--- src/hdl/tgc_pkg.sv ---
// package for the timer gate control block: offsets, fields, resets, types
package tgc_pkg;
  // register byte addresses on the wishbone bus
  localparam logic [3:0] ADDR_TIMER_CONTROL = 4'h0;
  localparam logic [3:0] ADDR_GATE_CONTROL  = 4'h4;
  localparam logic [3:0] ADDR_IRQ_STATUS    = 4'h8;
  localparam logic [3:0] ADDR_IRQ_MASK      = 4'hc;
  // gate control field positions
  localparam int GC_ENABLE_BIT   = 7;
  localparam int GC_POLARITY_BIT = 6;
  localparam int GC_TOGGLE_BIT   = 5;
  localparam int GC_SINGLE_BIT   = 4;
  localparam int GC_GO_BIT       = 3;
  localparam int GC_LEVEL_BIT    = 2;
  localparam int GC_SRC_LSB      = 0;
  // timer control field positions
  localparam int TC_ON_BIT       = 0;
  localparam int TC_SYNC_BIT     = 2;
  // interrupt status field position
  localparam int IRQ_GATE_BIT    = 0;
  // reset values
  localparam logic [7:0] GATE_CONTROL_RESET  = 8'h00;
  localparam logic [7:0] TIMER_CONTROL_RESET = 8'h00;
  localparam logic [7:0] IRQ_MASK_RESET      = 8'h00;
  localparam logic [7:0] IRQ_STATUS_RESET    = 8'h00;
  // timer control bits kept as storage, bit 1 reads as zero
  localparam logic [7:0] TC_WRITE_MASK       = 8'hfd;

  // gate source select codes
  typedef enum logic [1:0] {
    TGC_SRC_PIN   = 2'b00,
    TGC_SRC_OVF   = 2'b01,
    TGC_SRC_CMP1  = 2'b10,
    TGC_SRC_CMP2  = 2'b11
  } tgc_src_type;

  // gate control register layout
  typedef struct packed {
    logic        gate_enable_bit;
    logic        gate_polarity;
    logic        gate_toggle_mode;
    logic        single_pulse_mode;
    logic        pulse_acquire_go;
    logic        gate_level_now;
    tgc_src_type gate_source_select;
  } tgc_gate_ctrl_type;

  // raw gate inputs from the rest of the chip
  typedef struct packed {
    logic gate_pin;
    logic timer0_overflow;
    logic cmp1_out;
    logic cmp2_out;
  } tgc_gate_in_type;
endpackage

--- src/hdl/tgc_gate_control.sv ---
// timer gate control block with wishbone registers and gate event interrupt
`timescale 1ns/10ps
module tgc_gate_control (
  input  wire logic                     clk_i,
  input  wire logic                     rst_i,
  input  wire logic                     wb_cyc_i,
  input  wire logic                     wb_stb_i,
  input  wire logic                     wb_we_i,
  input  wire logic [3:0]               wb_adr_i,
  input  wire logic [3:0]               wb_sel_i,
  input  wire logic [31:0]              wb_dat_i,
  output logic      [31:0]              wb_dat_o,
  output logic                          wb_ack_o,
  input  wire tgc_pkg::tgc_gate_in_type gate_in_i,
  output logic                          count_enable_o,
  output logic                          timer_on_o,
  output logic                          irq_o
);
  // register state
  tgc_pkg::tgc_gate_ctrl_type gate_ctrl;
  tgc_pkg::tgc_gate_ctrl_type next_gate_ctrl;
  logic [7:0]  timer_ctrl;
  logic [7:0]  next_timer_ctrl;
  logic [7:0]  irq_status;
  logic [7:0]  next_irq_status;
  logic [7:0]  irq_mask;
  logic [7:0]  next_irq_mask;
  logic [31:0] next_wb_dat;
  logic        next_wb_ack;
  // synchroniser and gate path state
  logic [3:0]  sync1;
  logic [3:0]  sync2;
  logic [3:0]  sync3;
  logic [3:0]  filt;
  logic [3:0]  next_filt;
  logic        src_prev;
  logic        toggle_ff;
  logic        next_toggle_ff;
  logic        spm_armed;
  logic        next_spm_armed;
  logic        spm_gate;
  logic        next_spm_gate;
  logic        level_prev;
  logic        count_en;
  logic        next_count_en;
  logic        irq_q;
  logic        next_irq_q;
  // combinational gate path
  logic [3:0]  raw_in;
  logic        src_sel;
  logic        src_pol;
  logic        pol_prev;
  logic        pol_rise;
  logic        gate_level;
  logic        level_fall;
  logic        wr_stb;
  logic        rd_stb;
  logic        cmp_sync;

  // raw inputs, bus strobes taken while ack is low, comparator path choice
  assign raw_in = {gate_in_i.gate_pin, gate_in_i.timer0_overflow,
                   gate_in_i.cmp1_out, gate_in_i.cmp2_out};
  assign wr_stb = wb_cyc_i & wb_stb_i & wb_we_i & ~wb_ack_o & wb_sel_i[0];
  assign rd_stb = wb_cyc_i & wb_stb_i & ~wb_ack_o;
  assign cmp_sync = ~timer_ctrl[tgc_pkg::TC_SYNC_BIT];

  // three-stage input capture, change accepted when stages two and three agree
  always_ff @(posedge clk_i)
  begin
    if (rst_i)
    begin
      sync1 <= 4'h0;
      sync2 <= 4'h0;
      sync3 <= 4'h0;
    end
    else
    begin
      sync1 <= raw_in;
      sync2 <= sync1;
      sync3 <= sync2;
    end
  end

  // glitch filter on the captured inputs
  always_comb
  begin
    next_filt = filt;
    for (int i = 0; i < 4; i++)
    begin
      if (sync2[i] == sync3[i])
      begin
        next_filt[i] = sync3[i];
      end
    end
  end

  // source select, comparators may bypass the final filter stage
  always_comb
  begin
    case (gate_ctrl.gate_source_select)
      tgc_pkg::TGC_SRC_PIN:  src_sel = filt[3];
      tgc_pkg::TGC_SRC_OVF:  src_sel = filt[2];
      tgc_pkg::TGC_SRC_CMP1: src_sel = cmp_sync ? filt[1] : sync3[1];
      tgc_pkg::TGC_SRC_CMP2: src_sel = cmp_sync ? filt[0] : sync3[0];
      default:               src_sel = filt[3];
    endcase
  end

  // polarity of the chosen source and its active-going edge
  always_comb
  begin
    src_pol = gate_ctrl.gate_polarity ? src_sel : ~src_sel;
    pol_prev = gate_ctrl.gate_polarity ? src_prev : ~src_prev;
    pol_rise = src_pol & ~pol_prev;
  end

  // toggle flip-flop, flips on the active edge so polarity still applies
  always_comb
  begin
    next_toggle_ff = toggle_ff;
    if (!gate_ctrl.gate_toggle_mode)
    begin
      next_toggle_ff = 1'b0;
    end
    else if (pol_rise)
    begin
      next_toggle_ff = ~toggle_ff;
    end
  end

  // single-pulse window, opens on the first active edge after go
  always_comb
  begin
    next_spm_armed = 1'b0;
    next_spm_gate = 1'b0;
    if (gate_ctrl.single_pulse_mode && gate_ctrl.pulse_acquire_go)
    begin
      next_spm_armed = 1'b1;
      next_spm_gate = spm_gate | (spm_armed & pol_rise);
    end
  end

  // effective gate level and count qualification
  always_comb
  begin
    if (gate_ctrl.single_pulse_mode)
    begin
      gate_level = spm_gate & (gate_ctrl.gate_toggle_mode ? toggle_ff : src_pol);
    end
    else
    begin
      gate_level = gate_ctrl.gate_toggle_mode ? toggle_ff : src_pol;
    end
    level_fall = level_prev & ~gate_level;
    // count qualification
    if (!timer_ctrl[tgc_pkg::TC_ON_BIT])
    begin
      next_count_en = 1'b0;
    end
    else if (gate_ctrl.gate_enable_bit)
    begin
      next_count_en = gate_level;
    end
    else
    begin
      next_count_en = 1'b1;
    end
  end

  // gate path registers
  always_ff @(posedge clk_i)
  begin
    if (rst_i)
    begin
      filt       <= 4'h0;
      src_prev   <= 1'b0;
      toggle_ff  <= 1'b0;
      spm_armed  <= 1'b0;
      spm_gate   <= 1'b0;
      level_prev <= 1'b0;
      count_en   <= 1'b0;
    end
    else
    begin
      filt       <= next_filt;
      src_prev   <= src_sel;
      toggle_ff  <= next_toggle_ff;
      spm_armed  <= next_spm_armed;
      spm_gate   <= next_spm_gate;
      level_prev <= gate_level;
      count_en   <= next_count_en;
    end
  end

  // register writes, hardware clear of go and event flag set
  always_comb
  begin
    next_gate_ctrl = gate_ctrl;
    next_timer_ctrl = timer_ctrl;
    next_irq_status = irq_status;
    next_irq_mask = irq_mask;
    if (wr_stb)
    begin
      case (wb_adr_i)
        tgc_pkg::ADDR_TIMER_CONTROL:
          next_timer_ctrl = wb_dat_i[7:0] & tgc_pkg::TC_WRITE_MASK;
        tgc_pkg::ADDR_GATE_CONTROL:
          next_gate_ctrl = tgc_pkg::tgc_gate_ctrl_type'(wb_dat_i[7:0]);
        tgc_pkg::ADDR_IRQ_STATUS:
          next_irq_status = irq_status & ~wb_dat_i[7:0];
        tgc_pkg::ADDR_IRQ_MASK:
          next_irq_mask = wb_dat_i[7:0];
        default:
          next_irq_mask = irq_mask;
      endcase
    end
    next_gate_ctrl.gate_level_now = gate_level;
    // once armed, go is cleared by hardware or by a write that clears single pulse mode
    if (wr_stb && wb_adr_i == tgc_pkg::ADDR_GATE_CONTROL && gate_ctrl.pulse_acquire_go &&
        !wb_dat_i[tgc_pkg::GC_GO_BIT] && next_gate_ctrl.single_pulse_mode)
    begin
      next_gate_ctrl.pulse_acquire_go = 1'b1;
    end
    if (gate_ctrl.single_pulse_mode && spm_gate && level_fall)
    begin
      next_gate_ctrl.pulse_acquire_go = 1'b0;
    end
    // a fall in the clear cycle still sets the flag
    if (level_fall)
    begin
      next_irq_status[tgc_pkg::IRQ_GATE_BIT] = 1'b1;
    end
    next_irq_q = |(next_irq_status & next_irq_mask);
  end

  // bus read mux and single-cycle acknowledge
  always_comb
  begin
    next_wb_ack = rd_stb;
    next_wb_dat = 32'h0000_0000;
    case (wb_adr_i)
      tgc_pkg::ADDR_TIMER_CONTROL: next_wb_dat = {24'h00_0000, timer_ctrl};
      tgc_pkg::ADDR_GATE_CONTROL:  next_wb_dat = {24'h00_0000, gate_ctrl};
      tgc_pkg::ADDR_IRQ_STATUS:    next_wb_dat = {24'h00_0000, irq_status};
      tgc_pkg::ADDR_IRQ_MASK:      next_wb_dat = {24'h00_0000, irq_mask};
      default:                     next_wb_dat = 32'h0000_0000;
    endcase
  end

  // register file and bus outputs
  always_ff @(posedge clk_i)
  begin
    if (rst_i)
    begin
      gate_ctrl  <= tgc_pkg::tgc_gate_ctrl_type'(tgc_pkg::GATE_CONTROL_RESET);
      timer_ctrl <= tgc_pkg::TIMER_CONTROL_RESET;
      irq_status <= tgc_pkg::IRQ_STATUS_RESET;
      irq_mask   <= tgc_pkg::IRQ_MASK_RESET;
      irq_q      <= 1'b0;
      wb_ack_o   <= 1'b0;
      wb_dat_o   <= 32'h0000_0000;
    end
    else
    begin
      gate_ctrl  <= next_gate_ctrl;
      timer_ctrl <= next_timer_ctrl;
      irq_status <= next_irq_status;
      irq_mask   <= next_irq_mask;
      irq_q      <= next_irq_q;
      wb_ack_o   <= next_wb_ack;
      wb_dat_o   <= next_wb_dat;
    end
  end

  // outputs straight from flip-flops
  always_ff @(posedge clk_i)
  begin
    if (rst_i)
    begin
      timer_on_o <= 1'b0;
    end
    else
    begin
      timer_on_o <= next_timer_ctrl[tgc_pkg::TC_ON_BIT];
    end
  end
  // registered gate and interrupt outputs
  assign count_enable_o = count_en;
  assign irq_o = irq_q;
endmodule

--- config.mk ---
export PLATFORM = sky130hd
export DESIGN_NAME = tgc_gate_control
export DESIGN_NICKNAME = d
export VERILOG_FILES = /design/src/hdl/tgc_pkg.sv /design/src/hdl/tgc_gate_control.sv
export SDC_FILE = /design/constraint.sdc
export NUM_CORES = 1
export LEC_CHECK = 0
export ABC_AREA = 1
export BUFFER_PORTS_ARGS = -buffer_cell sky130_fd_sc_hd__buf_2
export CORE_MARGIN = 2
export CORE_UTILIZATION = 52
export CTS_CLUSTER_SIZE = 28
export DETAILED_ROUTE_END_ITERATION = 10
export PLACE_DENSITY_LB_ADDON = 0.15
export SETUP_SLACK_MARGIN = 0.05
export SYNTH_ARGS = -nofsm -noshare
export SYNTH_HDL_FRONTEND = slang
export SYNTH_SLANG_ARGS = --single-unit
--- constraint.sdc ---
create_clock -name clk_i -period 2.3 [get_ports clk_i]
set_input_delay 0.46 -clock clk_i [delete_from_list [all_inputs] [get_ports clk_i]]
set_output_delay 0.46 -clock clk_i [all_outputs]
set_load 0.05 [all_outputs]
==> summary.md, run 1 <==
| Metric | Value |
|---|---|
| Status | `completed` |
| H-tree levels | `3` |
| Yosys reg bits | `62` |
| Cts bufs inserted | `9` |
| # rows | `26` |
| CP Launch Type | `flop` |
| Crit path max-delay cell type | `dfxtp_1` |
| Detailed placement HPWL | `3840 um` |
| FILL cells | `504` |
| Footprint of the multi-input gates | `1090 um2` |
| CP cell instances | `inv_1 -> nand3_1 -> nor2_4 -> nand2_4 -> nand2_1 -> nand2_1 -> nand2_1 -> nand2_1 -> nor2_1 -> nand2_1 -> nand2_1 -> nand2_1` |
| Final Cycle Share | `73.9%` |
| Worst Path Max Fanout | `10` |
| Seq/Total Area, Yosys | `46.7%` |
| Setup Skew | `8.09 ps` |
| Aggregate routed wire length | `5530 um` |
| Worst endpoint required time | `2530 ps` |
| Max IR drop VDD | `0.516 mV` |
| Resize count post-CTS | `0` |
| First-pass detailed-route iteration total | `4` |
| Fraction of registers with async set/reset | `0%` |
| Drt drc | `0` |
| Register area | `1240 um2` |
| Number of global-route vias before repair | `1,860` |
| TNS Setup | `0 ps` |
| Final ANT Viol Nets | `0` |
| Gate Count Post-Synth | `354` |
| Die Ht | `75.5 um` |
| Mapped cell area | `2660 um2` |
| Area contributors post-synth | `dfxtp_1, nand2_1, nor2_1, buf_4, inv_1` |
| Final Hold Vio Count | `0` |
| Nets@finish | `443` |
| Routed WL per cell | `11.8 um` |
| Via/cell ratio | `4.77` |
| CP Capture Type | `flop` |
| Largest net degree at the start of global routing | `41` |
| Core area | `5010 um2` |
| Final core occ | `60.7%` |
| Post-CTS Hold Fix Bufs | `0` |
| Mean post-synth cell area | `7.51 um2` |
| GRT Resource Usage Total | `20.3%` |
| Later-pin clock latency in the skew report | `350 ps` |
| P&R area growth vs syn | `14.3%` |
| Worst Hold Class | `in -> reg` |
| EDFF count, synth | `0` |
| Pleak | `1.44 nW` |
| Layout cells sized above 1 | `16.8%` |
| Most common cell on crit path | `nand2_1` |
| Postcts setup bufs | `0` |
| Largest area contributor in the netlist | `dfxtp_1` |
| Clk sinks | `62` |
| PwrDens | `768 nW/um2` |
| Yosys top cell area share | `46.7%` |
| Die area | `5700 um2` |
| Initial detailed-routing violation count | `131` |
| Critical path data arrival time | `1930 ps` |
| Max Slew Vio Count | `0` |
| Max Fclk | `588 MHz` |
| Die W | `75.5 um` |
| Main flop type after synthesis | `dfxtp_1` |
| Initial antenna violation count | `0` |
| Antenna cells | `0` |
| Unrepaired setup endpoints after global routing | `false` |
| Clock transition at the registers of the reported paths | `70 ps` |
| GP Congestion | `0.833` |
| GRT Residual Overflow | `0` |
| Setup-failing EPs final | `0` |
| CTS tree | `yes` |
| Global-route wire length before repair | `8360 um` |
| Crit Path Class | `reg -> reg` |
| I/O pin count | `85` |
| Fin crit period | `1700 ps` |
| I/O Buffers | `33` |
| Ys Warns | `0` |
| # Max-Cap Violations | `0` |
| DR vias | `2,238` |
| Max clock buf depth | `2` |
| Initial core utilization | `53.1%` |
| Clk root buf | `clkbuf_8` |
| Number of distinct library cells after synthesis | `32` |
| Crit path largest cell delay | `320 ps` |
[worst paths after layout]
check / from / to / depth (start not counted) / slack [ps]
worst max-delay path: wb_ack_o / irq_o / 12 / 600
worst min-delay path: gate_in_i[2] / sync1[2] / 3 / 310
worst max register to register: wb_ack_o / irq_o / 12 / 600
worst min register to register: sync1[0] / sync2[0] / 2 / 400
[kinds of logic (layout without fill, tap and decap cells)]
kind of cell,after synthesis,in the layout,share of synthesized area [%]
xor gates and xnor gates,1,1,0.329
DFF,62,62,46.7
other,1,24,0.141
and+or+nand+nor,139,139,22.6
buffers and inverters,84,106,15.6
AOI/OAI and AO/OA,67,67,14.7
[per-layer routing]
metal  track usage [%]  share of wire (%)
met4              14.0                2.9
met2              32.2                 45
met3              4.10                5.5
met5                 0                  0
met1              24.8                 46
[cells in the mapped netlist, types with 3 or more instances]
master    count
o22ai_1       4
nand3_1       8
clkbuf_1      4
inv_2         4
dfxtp_1      62
a211oi_1      3
o21ai_0      20
a221oi_1      7
inv_1        48
nand2_1      68
nor2_1       50
buf_4        24
a21oi_1      26
[metrics by stage]
stage / std cells / setup slack [ps] / hold slack [ps] / instance area [um2] / total power [W]
after global placement: 453 / 397 / 389 / 2820 / 0.00130
after CTS: 469 / 634 / 302 / 3040 / 0.00235
after detailed placement: 453 / 379 / 394 / 2820 / 0.00130
final: 469 / 600 / 308 / 3040 / 0.00233
after global routing: 469 / 435 / 342 / 3040 / 0.00241
after floorplan: 377 / 747 / 388 / 2750 / 0.00129
[state kept, by name, indices dropped and copies added (netlist names)]
signal / cells
timer_on_o: 1
wb_ack_o: 1
filt: 4
timer_ctrl: 6
sync3: 4
count_enable_o: 1
irq_status: 8
sync1: 4
spm_armed: 1
gate_ctrl: 8
irq_o: 1
src_prev: 1
wb_dat_o: 8
toggle_ff: 1
sync2: 4
spm_gate: 1
irq_mask: 8
[power by group]
part | leakage, nW | switching [W] | internal, W
Combinational | 0.828 | 0.000152 | 0.0000314
Clock | 0.109 | 0.000448 | 0.000613
Sequential | 0.502 | 0.00000517 | 0.00109
Total | 1.44 | 0.000604 | 0.00173
[layout make-up]
cell class,count,area share (%)
Tap cell,70,2.88
Multi-Input combinational cell,231,35.9
Clock buffer,9,4.08
Inverter,52,6.42
Timing Repair Buffer,38,6.67
Sequential cell,62,40.8
Clock inverter,7,3.25
[cells in the final DEF (no fill, tap or decap), types with 3 or more instances in the layout]
| master | synthesis | final |
|---|---|---|
| dfxtp_1 | 62 | 62 |
| o21ai_0 | 20 | 20 |
| inv_2 | 4 | 4 |
| buf_2 | 2 | 33 |
| conb_1 | 1 | 24 |
| nand3_1 | 8 | 8 |
| clkbuf_8 | 0 | 9 |
| a221oi_1 | 7 | 7 |
| a21oi_1 | 26 | 26 |
| buf_4 | 24 | 5 |
| o22ai_1 | 4 | 4 |
| nor2_1 | 50 | 50 |
| clkinv_4 | 0 | 3 |
| inv_1 | 48 | 48 |
| nand2_1 | 68 | 68 |
| a211oi_1 | 3 | 3 |
[worst max-delay path: cells and delay by family, from the launching register on]
family | cells | cell delay [ps]
buf+inv | 1 | 50
flops | 1 | 320
simple gates | 11 | 1200
No activity file was read; power rests on OpenSTA's default activity.
==> run 2: changes to the inputs <==
Settings changed: CORE_UTILIZATION 52 to 45.
Clock period 2.3 ns to 1.45 ns, I/O delays scaled along.
==> summary.md, run 2 (synthesis gave the netlist of run 1 again) <==
| Metric | Value |
|---|---|
| Clock transition at the registers of the reported paths | `70 ps (about the same)` |
| Number of global-route vias before repair | `2,149 (+16%)` |
| Die area | `6540 um2 (+15%)` |
| Worst Path Max Fanout | `6 (-4)` |
| FILL cells | `577 (+14%)` |
| Max IR drop VDD | `0.744 mV (+44%)` |
| Pwr Total | `0.00374 W (+60%)` |
| Post-CTS Hold Fix Bufs | `0 (unchanged)` |
| DR vias | `2,364 (+5.6%)` |
| Routed WL per cell | `12.4 um (+5.2%)` |
| Pleak | `1.63 nW (+14%)` |
| Later-pin clock latency in the skew report | `340 ps (about the same)` |
| Initial detailed-routing violation count | `138 (+5.3%)` |
| Worst slack, placed | `-252 ps (-631 ps)` |
| Setup Skew | `10.1 ps (+2.05 ps)` |
| Critical path data arrival time | `1760 ps (-170 ps)` |
| Worst endpoint required time | `1670 ps (-860 ps)` |
| Placed instance count | `485 (+7.1%)` |
| Cts bufs inserted | `9 (unchanged)` |
| Crit Path Class | `reg -> reg` |
| Sw Ratio | `24.8% (-1.0 points)` |
| Max Slew Vio Count | `0 (unchanged)` |
| Max clock buf depth | `2 (unchanged)` |
| Unrepaired setup endpoints after global routing | `true` |
| Non-Filler Instances | `506 (+7.9%)` |
| Most common cell on crit path | `nand2_1` |
| Setup ws final | `-81.5 ps (-682 ps)` |
| Max Fclk | `653 MHz (+11%)` |
| Final Hold Slack | `148 ps (-159 ps)` |
| GP Congestion | `0.896 (+7.6%)` |
| Die Ht | `80.9 um (+7.1%)` |
| Initial core utilization | `45.7% (-7.4 points)` |
| Failing checks | `setup timing` |
| Layout cells sized above 1 | `29.9% (+13 points)` |
| I/O Buffers | `33 (unchanged)` |
| Detailed placement HPWL | `4380 um (+14%)` |
| CP Launch Type | `flop` |
| CTS tree | `yes` |
| Gate power share | `9.1% (+1.3 points)` |
| Worst Hold Class | `in -> reg` |
| Final core occ | `59.5% (-1.2 points)` |
| Status | `finished, violations left` |
| P&R area growth vs syn | `30.0%` |
| Commonest non-fill, non-tap cells in the layout | `nand2_1, dfxtp_1, inv_1, nor2_1, buf_2` |
| Crit path max-delay cell type | `dfxtp_4` |
| Drt drc | `0 (unchanged)` |
| Setup-failing EPs final | `2 (+2)` |
| CP cell instances | `inv_2 -> nand3_4 -> nor2_4 -> buf_6 -> a21oi_1 -> nand2_1 -> nand2_1 -> nor2_1 -> nand2_1 -> nand2_1 -> nand2_1` |
| Die W | `80.9 um (+7.1%)` |
| Critical path origin | `wb_ack_o` |
| Worst R2R Start | `wb_ack_o` |
| Psw | `0.000929 W (+54%)` |
| Crit path largest cell delay | `350 ps (+30 ps)` |
| Aggregate routed wire length | `6280 um (+13%)` |
| CP Capture Type | `flop` |
| Initial antenna violation count | `0 (unchanged)` |
| Final Cycle Share | `106% (+32 points)` |
| Largest net degree at the start of global routing | `25 (-39%)` |
| Final Hold Vio Count | `0 (unchanged)` |
| Global-route wire length before repair | `10,100 um (+20%)` |
| Hold Crit Start | `gate_in_i[0]` |
| I/O pin count | `85 (unchanged)` |
| GRT Residual Overflow | `0 (unchanged)` |
| Antenna cells | `0 (unchanged)` |
| Internal power | `0.00281 W (+62%)` |
| Final ANT Viol Nets | `0 (unchanged)` |
| Clk root buf | `clkbuf_8` |
| H-tree levels | `3 (unchanged)` |
| # Max-Cap Violations | `0 (unchanged)` |
| Via/cell ratio | `4.67 (-2.1%)` |
| Fin crit period | `1530 ps (-168 ps)` |
| Clk sinks | `62 (unchanged)` |
| PwrDens | `1080 nW/um2 (+41%)` |
| Nets@finish | `475 (+7.2%)` |
| Flop pwr share | `46.3% (-0.4 points)` |
| First-pass detailed-route iteration total | `4 (unchanged)` |
| Core area | `5820 um2 (+16%)` |
| # rows | `28 (+7.7%)` |
| Clock share of power | `44.6% (-0.8 points)` |
| GRT Resource Usage Total | `20.6% (+0.27 points)` |
## run 2: what timing repair did
action / 4_1_cts / 5_1_grt
gates cloned: 2 / 0
buffers inserted: 0 / 3
pin swaps: 2 / 7
gates resized for setup: 3 / 49
setup endpoints to repair: 12 / 20
## run 2: worst max-delay path, delay by kind of cell, from the launching register on
family / cells / cell delay (ps)
buffers and inverters: 2 / 260
and+or+nand+nor: 8 / 700
AOI/OAI and AO/OA: 1 / 90
DFF: 1 / 350
## run 2: area by class of cell
class,count,area [um2],area share [%]
clock buffers,12,145,4.20
multi-input cells,232,1230,35.6
well taps,75,93.8,2.71
flip-flops and latches,62,1250,36.1
clock inverters,4,70.1,2.03
inverters,52,203,5.86
repair buffers,68,459,13.3
repair inverters,1,7.51,0.217
## run 2: final timing paths
check        endpoint  slack [ps]  cells after the start
max reg2reg     irq_o         -80                     11
max             irq_o         -80                     11
min          sync1[0]         150                      3
min reg2reg  sync2[0]         400                      2
## run 2: power groups by stage
stage	logic [W]	registers, W	clock network [W]
6_report	0.000339	0.00173	0.00167
5_1_grt	0.000365	0.00173	0.00177
4_1_cts	0.000318	0.00173	0.00170
3_5_place_dp	0.000316	0.00177	0
3_3_place_gp	0.000313	0.00177	0
2_1_floorplan	0.000268	0.00177	0
## run 2: stage by stage
stage	TNS, ps	cell area (um2)
global placement	-794	3050
floorplan	0	2760
detailed placement	-1040	3050
CTS	-146	3290
finish	-124	3460
global route	-625	3460
## run 2: per-layer routing
metal / part of all wire [%] / track usage [%] / routed length, um / vias up
li1: - / - / - / 1221
met1: 47 / 26.9 / 2960 / 1081
met2: 47 / 32.1 / 2920 / 50
met3: 4.1 / 5.33 / 256 / 12
met4: 2.3 / 8.98 / 142 / 0
met5: 0 / 0 / 0 / -
==> run 3: changes to the inputs <==
Settings changed: GPL_TIMING_DRIVEN set to 0.
==> summary.md, run 3 (synthesis gave the netlist of run 1 again) <==
| Metric | Value |
|---|---|
| CP Launch Type | `flop` |
| CP cell instances | `inv_4 -> nand3_4 -> nor2_4 -> buf_12 -> nand2_8 -> nand2_2 -> nand2_1 -> nand2_1 -> nand2_1 -> nor2_1 -> nand2_1 -> nand2_1 -> nand2_1` |
| Design area | `3530 um2 (+2.2%)` |
| Pwr Total | `0.00377 W (+0.73%)` |
| Initial core utilization | `45.7% (unchanged)` |
| Drt drc | `0 (unchanged)` |
| CP Capture Type | `flop` |
| Pleak | `1.67 nW (+2.5%)` |
| Crit path max-delay cell type | `dfxtp_4` |
| Hold Crit Start | `gate_in_i[1]` |
| Number of global-route vias before repair | `2,120 (-1.3%)` |
| Nets@finish | `483 (+1.7%)` |
| Layout cells sized above 1 | `29.4% (-0.55 points)` |
| Later-pin clock latency in the skew report | `350 ps (about the same)` |
| Die Ht | `80.9 um (unchanged)` |
| Hold Path End | `sync1[1]` |
| Initial antenna violation count | `0 (unchanged)` |
| Commonest non-fill, non-tap cell in the layout | `dfxtp_1` |
| Worst endpoint required time | `1680 ps (about the same)` |
| Initial detailed-routing violation count | `188 (+36%)` |
| Worst slack, placed | `-328 ps (-75.2 ps)` |
| Final ANT Viol Nets | `0 (unchanged)` |
| Setup ws final | `-15.0 ps (+66.5 ps)` |
| CTS tree | `yes` |
| GRT Residual Overflow | `0 (unchanged)` |
| Failing checks | `setup timing` |
| H-tree levels | `3 (unchanged)` |
| Clk sinks | `62 (unchanged)` |
| Largest net degree at the start of global routing | `11 (-56%)` |
| Worst Path Max Fanout | `8 (+2)` |
| Worst R2R Start | `wb_ack_o` |
| Slew HR | `49.7%` |
| Antenna cells | `0 (unchanged)` |
| Setup-failing EPs final | `1 (-1)` |
| Die area | `6540 um2 (unchanged)` |
| Crit Path Class | `reg -> reg` |
| PwrDens | `1070 nW/um2 (-1.4%)` |
| GP Congestion | `0.859 (-4.0%)` |
| Final Cycle Share | `101% (-4.6 points)` |
| I/O pin count | `85 (unchanged)` |
| Detailed placement HPWL | `4400 um (+0.28%)` |
| Top delay family on crit path | `simple AND/OR/NAND/NOR gates` |
| Status | `finished, violations left` |
| DP Area | `3020 um2 (-1.1%)` |
| R2R Path End | `irq_o` |
| I/O Buffers | `33 (unchanged)` |
| Global-route wire length before repair | `9690 um (-3.6%)` |
| Clock transition at the registers of the reported paths | `60 ps (about the same)` |
| Worst slew pin tran | `755 ps` |
| Reg2reg setup slack | `-10 ps (+70 ps)` |
| Most common cell on crit path | `nand2_1` |
| Worst reg2reg path depth | `13 (+2)` |
| Clk root buf | `clkbuf_8` |
| Hold Path Stages | `3 (unchanged)` |
| # Max-Cap Violations | `0 (unchanged)` |
| Commonest non-fill, non-tap cells in the layout | `dfxtp_1, nand2_1, inv_1, nor2_1, buf_2` |
| DR vias | `2,418 (+2.3%)` |
| Unrepaired setup endpoints after global routing | `true` |
| Setup Skew | `11.6 ps (+1.46 ps)` |
| Post-CTS Hold Fix Bufs | `0 (unchanged)` |
| FILL cells | `526 (-8.8%)` |
| Crit path largest cell delay | `360 ps (about the same)` |
| Aggregate routed wire length | `6540 um (+4.2%)` |
| # rows | `28 (unchanged)` |
| Final core occ | `60.8% (+1.3 points)` |
| Final Hold Vio Count | `0 (unchanged)` |
| Routed WL per cell | `12.7 um (+2.5%)` |
| Number of buffers and inverters on the critical path | `2 (unchanged)` |
| Worst Hold Class | `in -> reg` |
| P&R area growth vs syn | `32.8%` |
| Die W | `80.9 um (unchanged)` |
| Via/cell ratio | `4.70 (+0.69%)` |
| GRT Resource Usage Total | `20.1% (-0.57 points)` |
| Core area | `5820 um2 (unchanged)` |
| Critical path data arrival time | `1690 ps (-70 ps)` |
| Max Slew Vio Count | `0 (unchanged)` |
| Max clock buf depth | `2 (unchanged)` |
| First-pass detailed-route iteration total | `6 (+2)` |
| Max IR drop VDD | `1.00 mV (+35%)` |
| Fin crit period | `1460 ps (-66.5 ps)` |
| Max Fclk | `683 MHz (+4.5%)` |
| Cts bufs inserted | `9 (unchanged)` |
run 3: cell types whose count changed in the layout (fill, tap and decap cells not counted), moves of 2 or more:
cell	change
nand3_1	-2
inv_2	-2
nand3_2	+2
o21ai_2	-3
o21ai_4	+2
o21ai_0	+4
o21ai_1	-3
nor2_2	-2
clkbuf_1	+4
run 3: how the worst max path moves through the flow:
stage                      from            to  slack, ps  cells after the start
CTS                    wb_ack_o         irq_o         -2                     13
detailed placement  wb_adr_i[1]  gate_ctrl[6]       -330                      8
global route           wb_ack_o         irq_o       -100                     13
floorplan              wb_ack_o         irq_o         50                     10
finish                 wb_ack_o         irq_o        -10                     13
global placement    wb_adr_i[1]  gate_ctrl[6]       -320                      8
run 3: power breakdown:
group / internal, W / switching (W) / leakage, nW
combinational: 0.000112 / 0.000272 / 1.06
clock: 0.00101 / 0.000641 / 0.110
sequential: 0.00172 / 0.0000100 / 0.504
total: 0.00284 / 0.000923 / 1.67
run 3: repair_timing:
action,CTS,global route
pin swaps,10,5
endpoints found under the setup margin,13,14
buffers inserted,4,7
resized for setup,13,40
gates cloned,1,1
run 3: area by class of cell:
| class | instances | area, um2 | share of cell area, % |
|---|---|---|---|
| buffer | 32 | 223 | 6.30 |
| timing repair inverter | 1 | 11.3 | 0.319 |
| timing repair buffer | 44 | 288 | 8.14 |
| tap | 75 | 93.8 | 2.66 |
| clock buffer | 12 | 145 | 4.11 |
| multi-input combinational | 232 | 1240 | 35.2 |
| sequential | 62 | 1250 | 35.4 |
| inverter | 52 | 210 | 5.95 |
| clock inverter | 4 | 70.1 | 1.98 |
run 3: metal layers:
metal | routed length [um] | vias to the layer above | track usage (%)
met3 | 278 | 15 | 4.11
met5 | 0 | - | 0
li1 | - | 1237 | -
met4 | 155 | 0 | 10.3
met1 | 2910 | 1112 | 24.2
met2 | 3190 | 54 | 33.7
run 3: stage by stage:
stage          hold slack [ps]  TNS (ps)  std cells
2_1_floorplan              379         0        377
3_3_place_gp               391     -4720        485
3_5_place_dp               394     -4750        485
4_1_cts                    144     -1.75        506
5_1_grt                    160      -350        514
6_report                   147     -15.0        514
run 3: tightest hold or removal path: stages:
cell	delay, ps
buf_2	70
inv_1	30
nor2_1	60
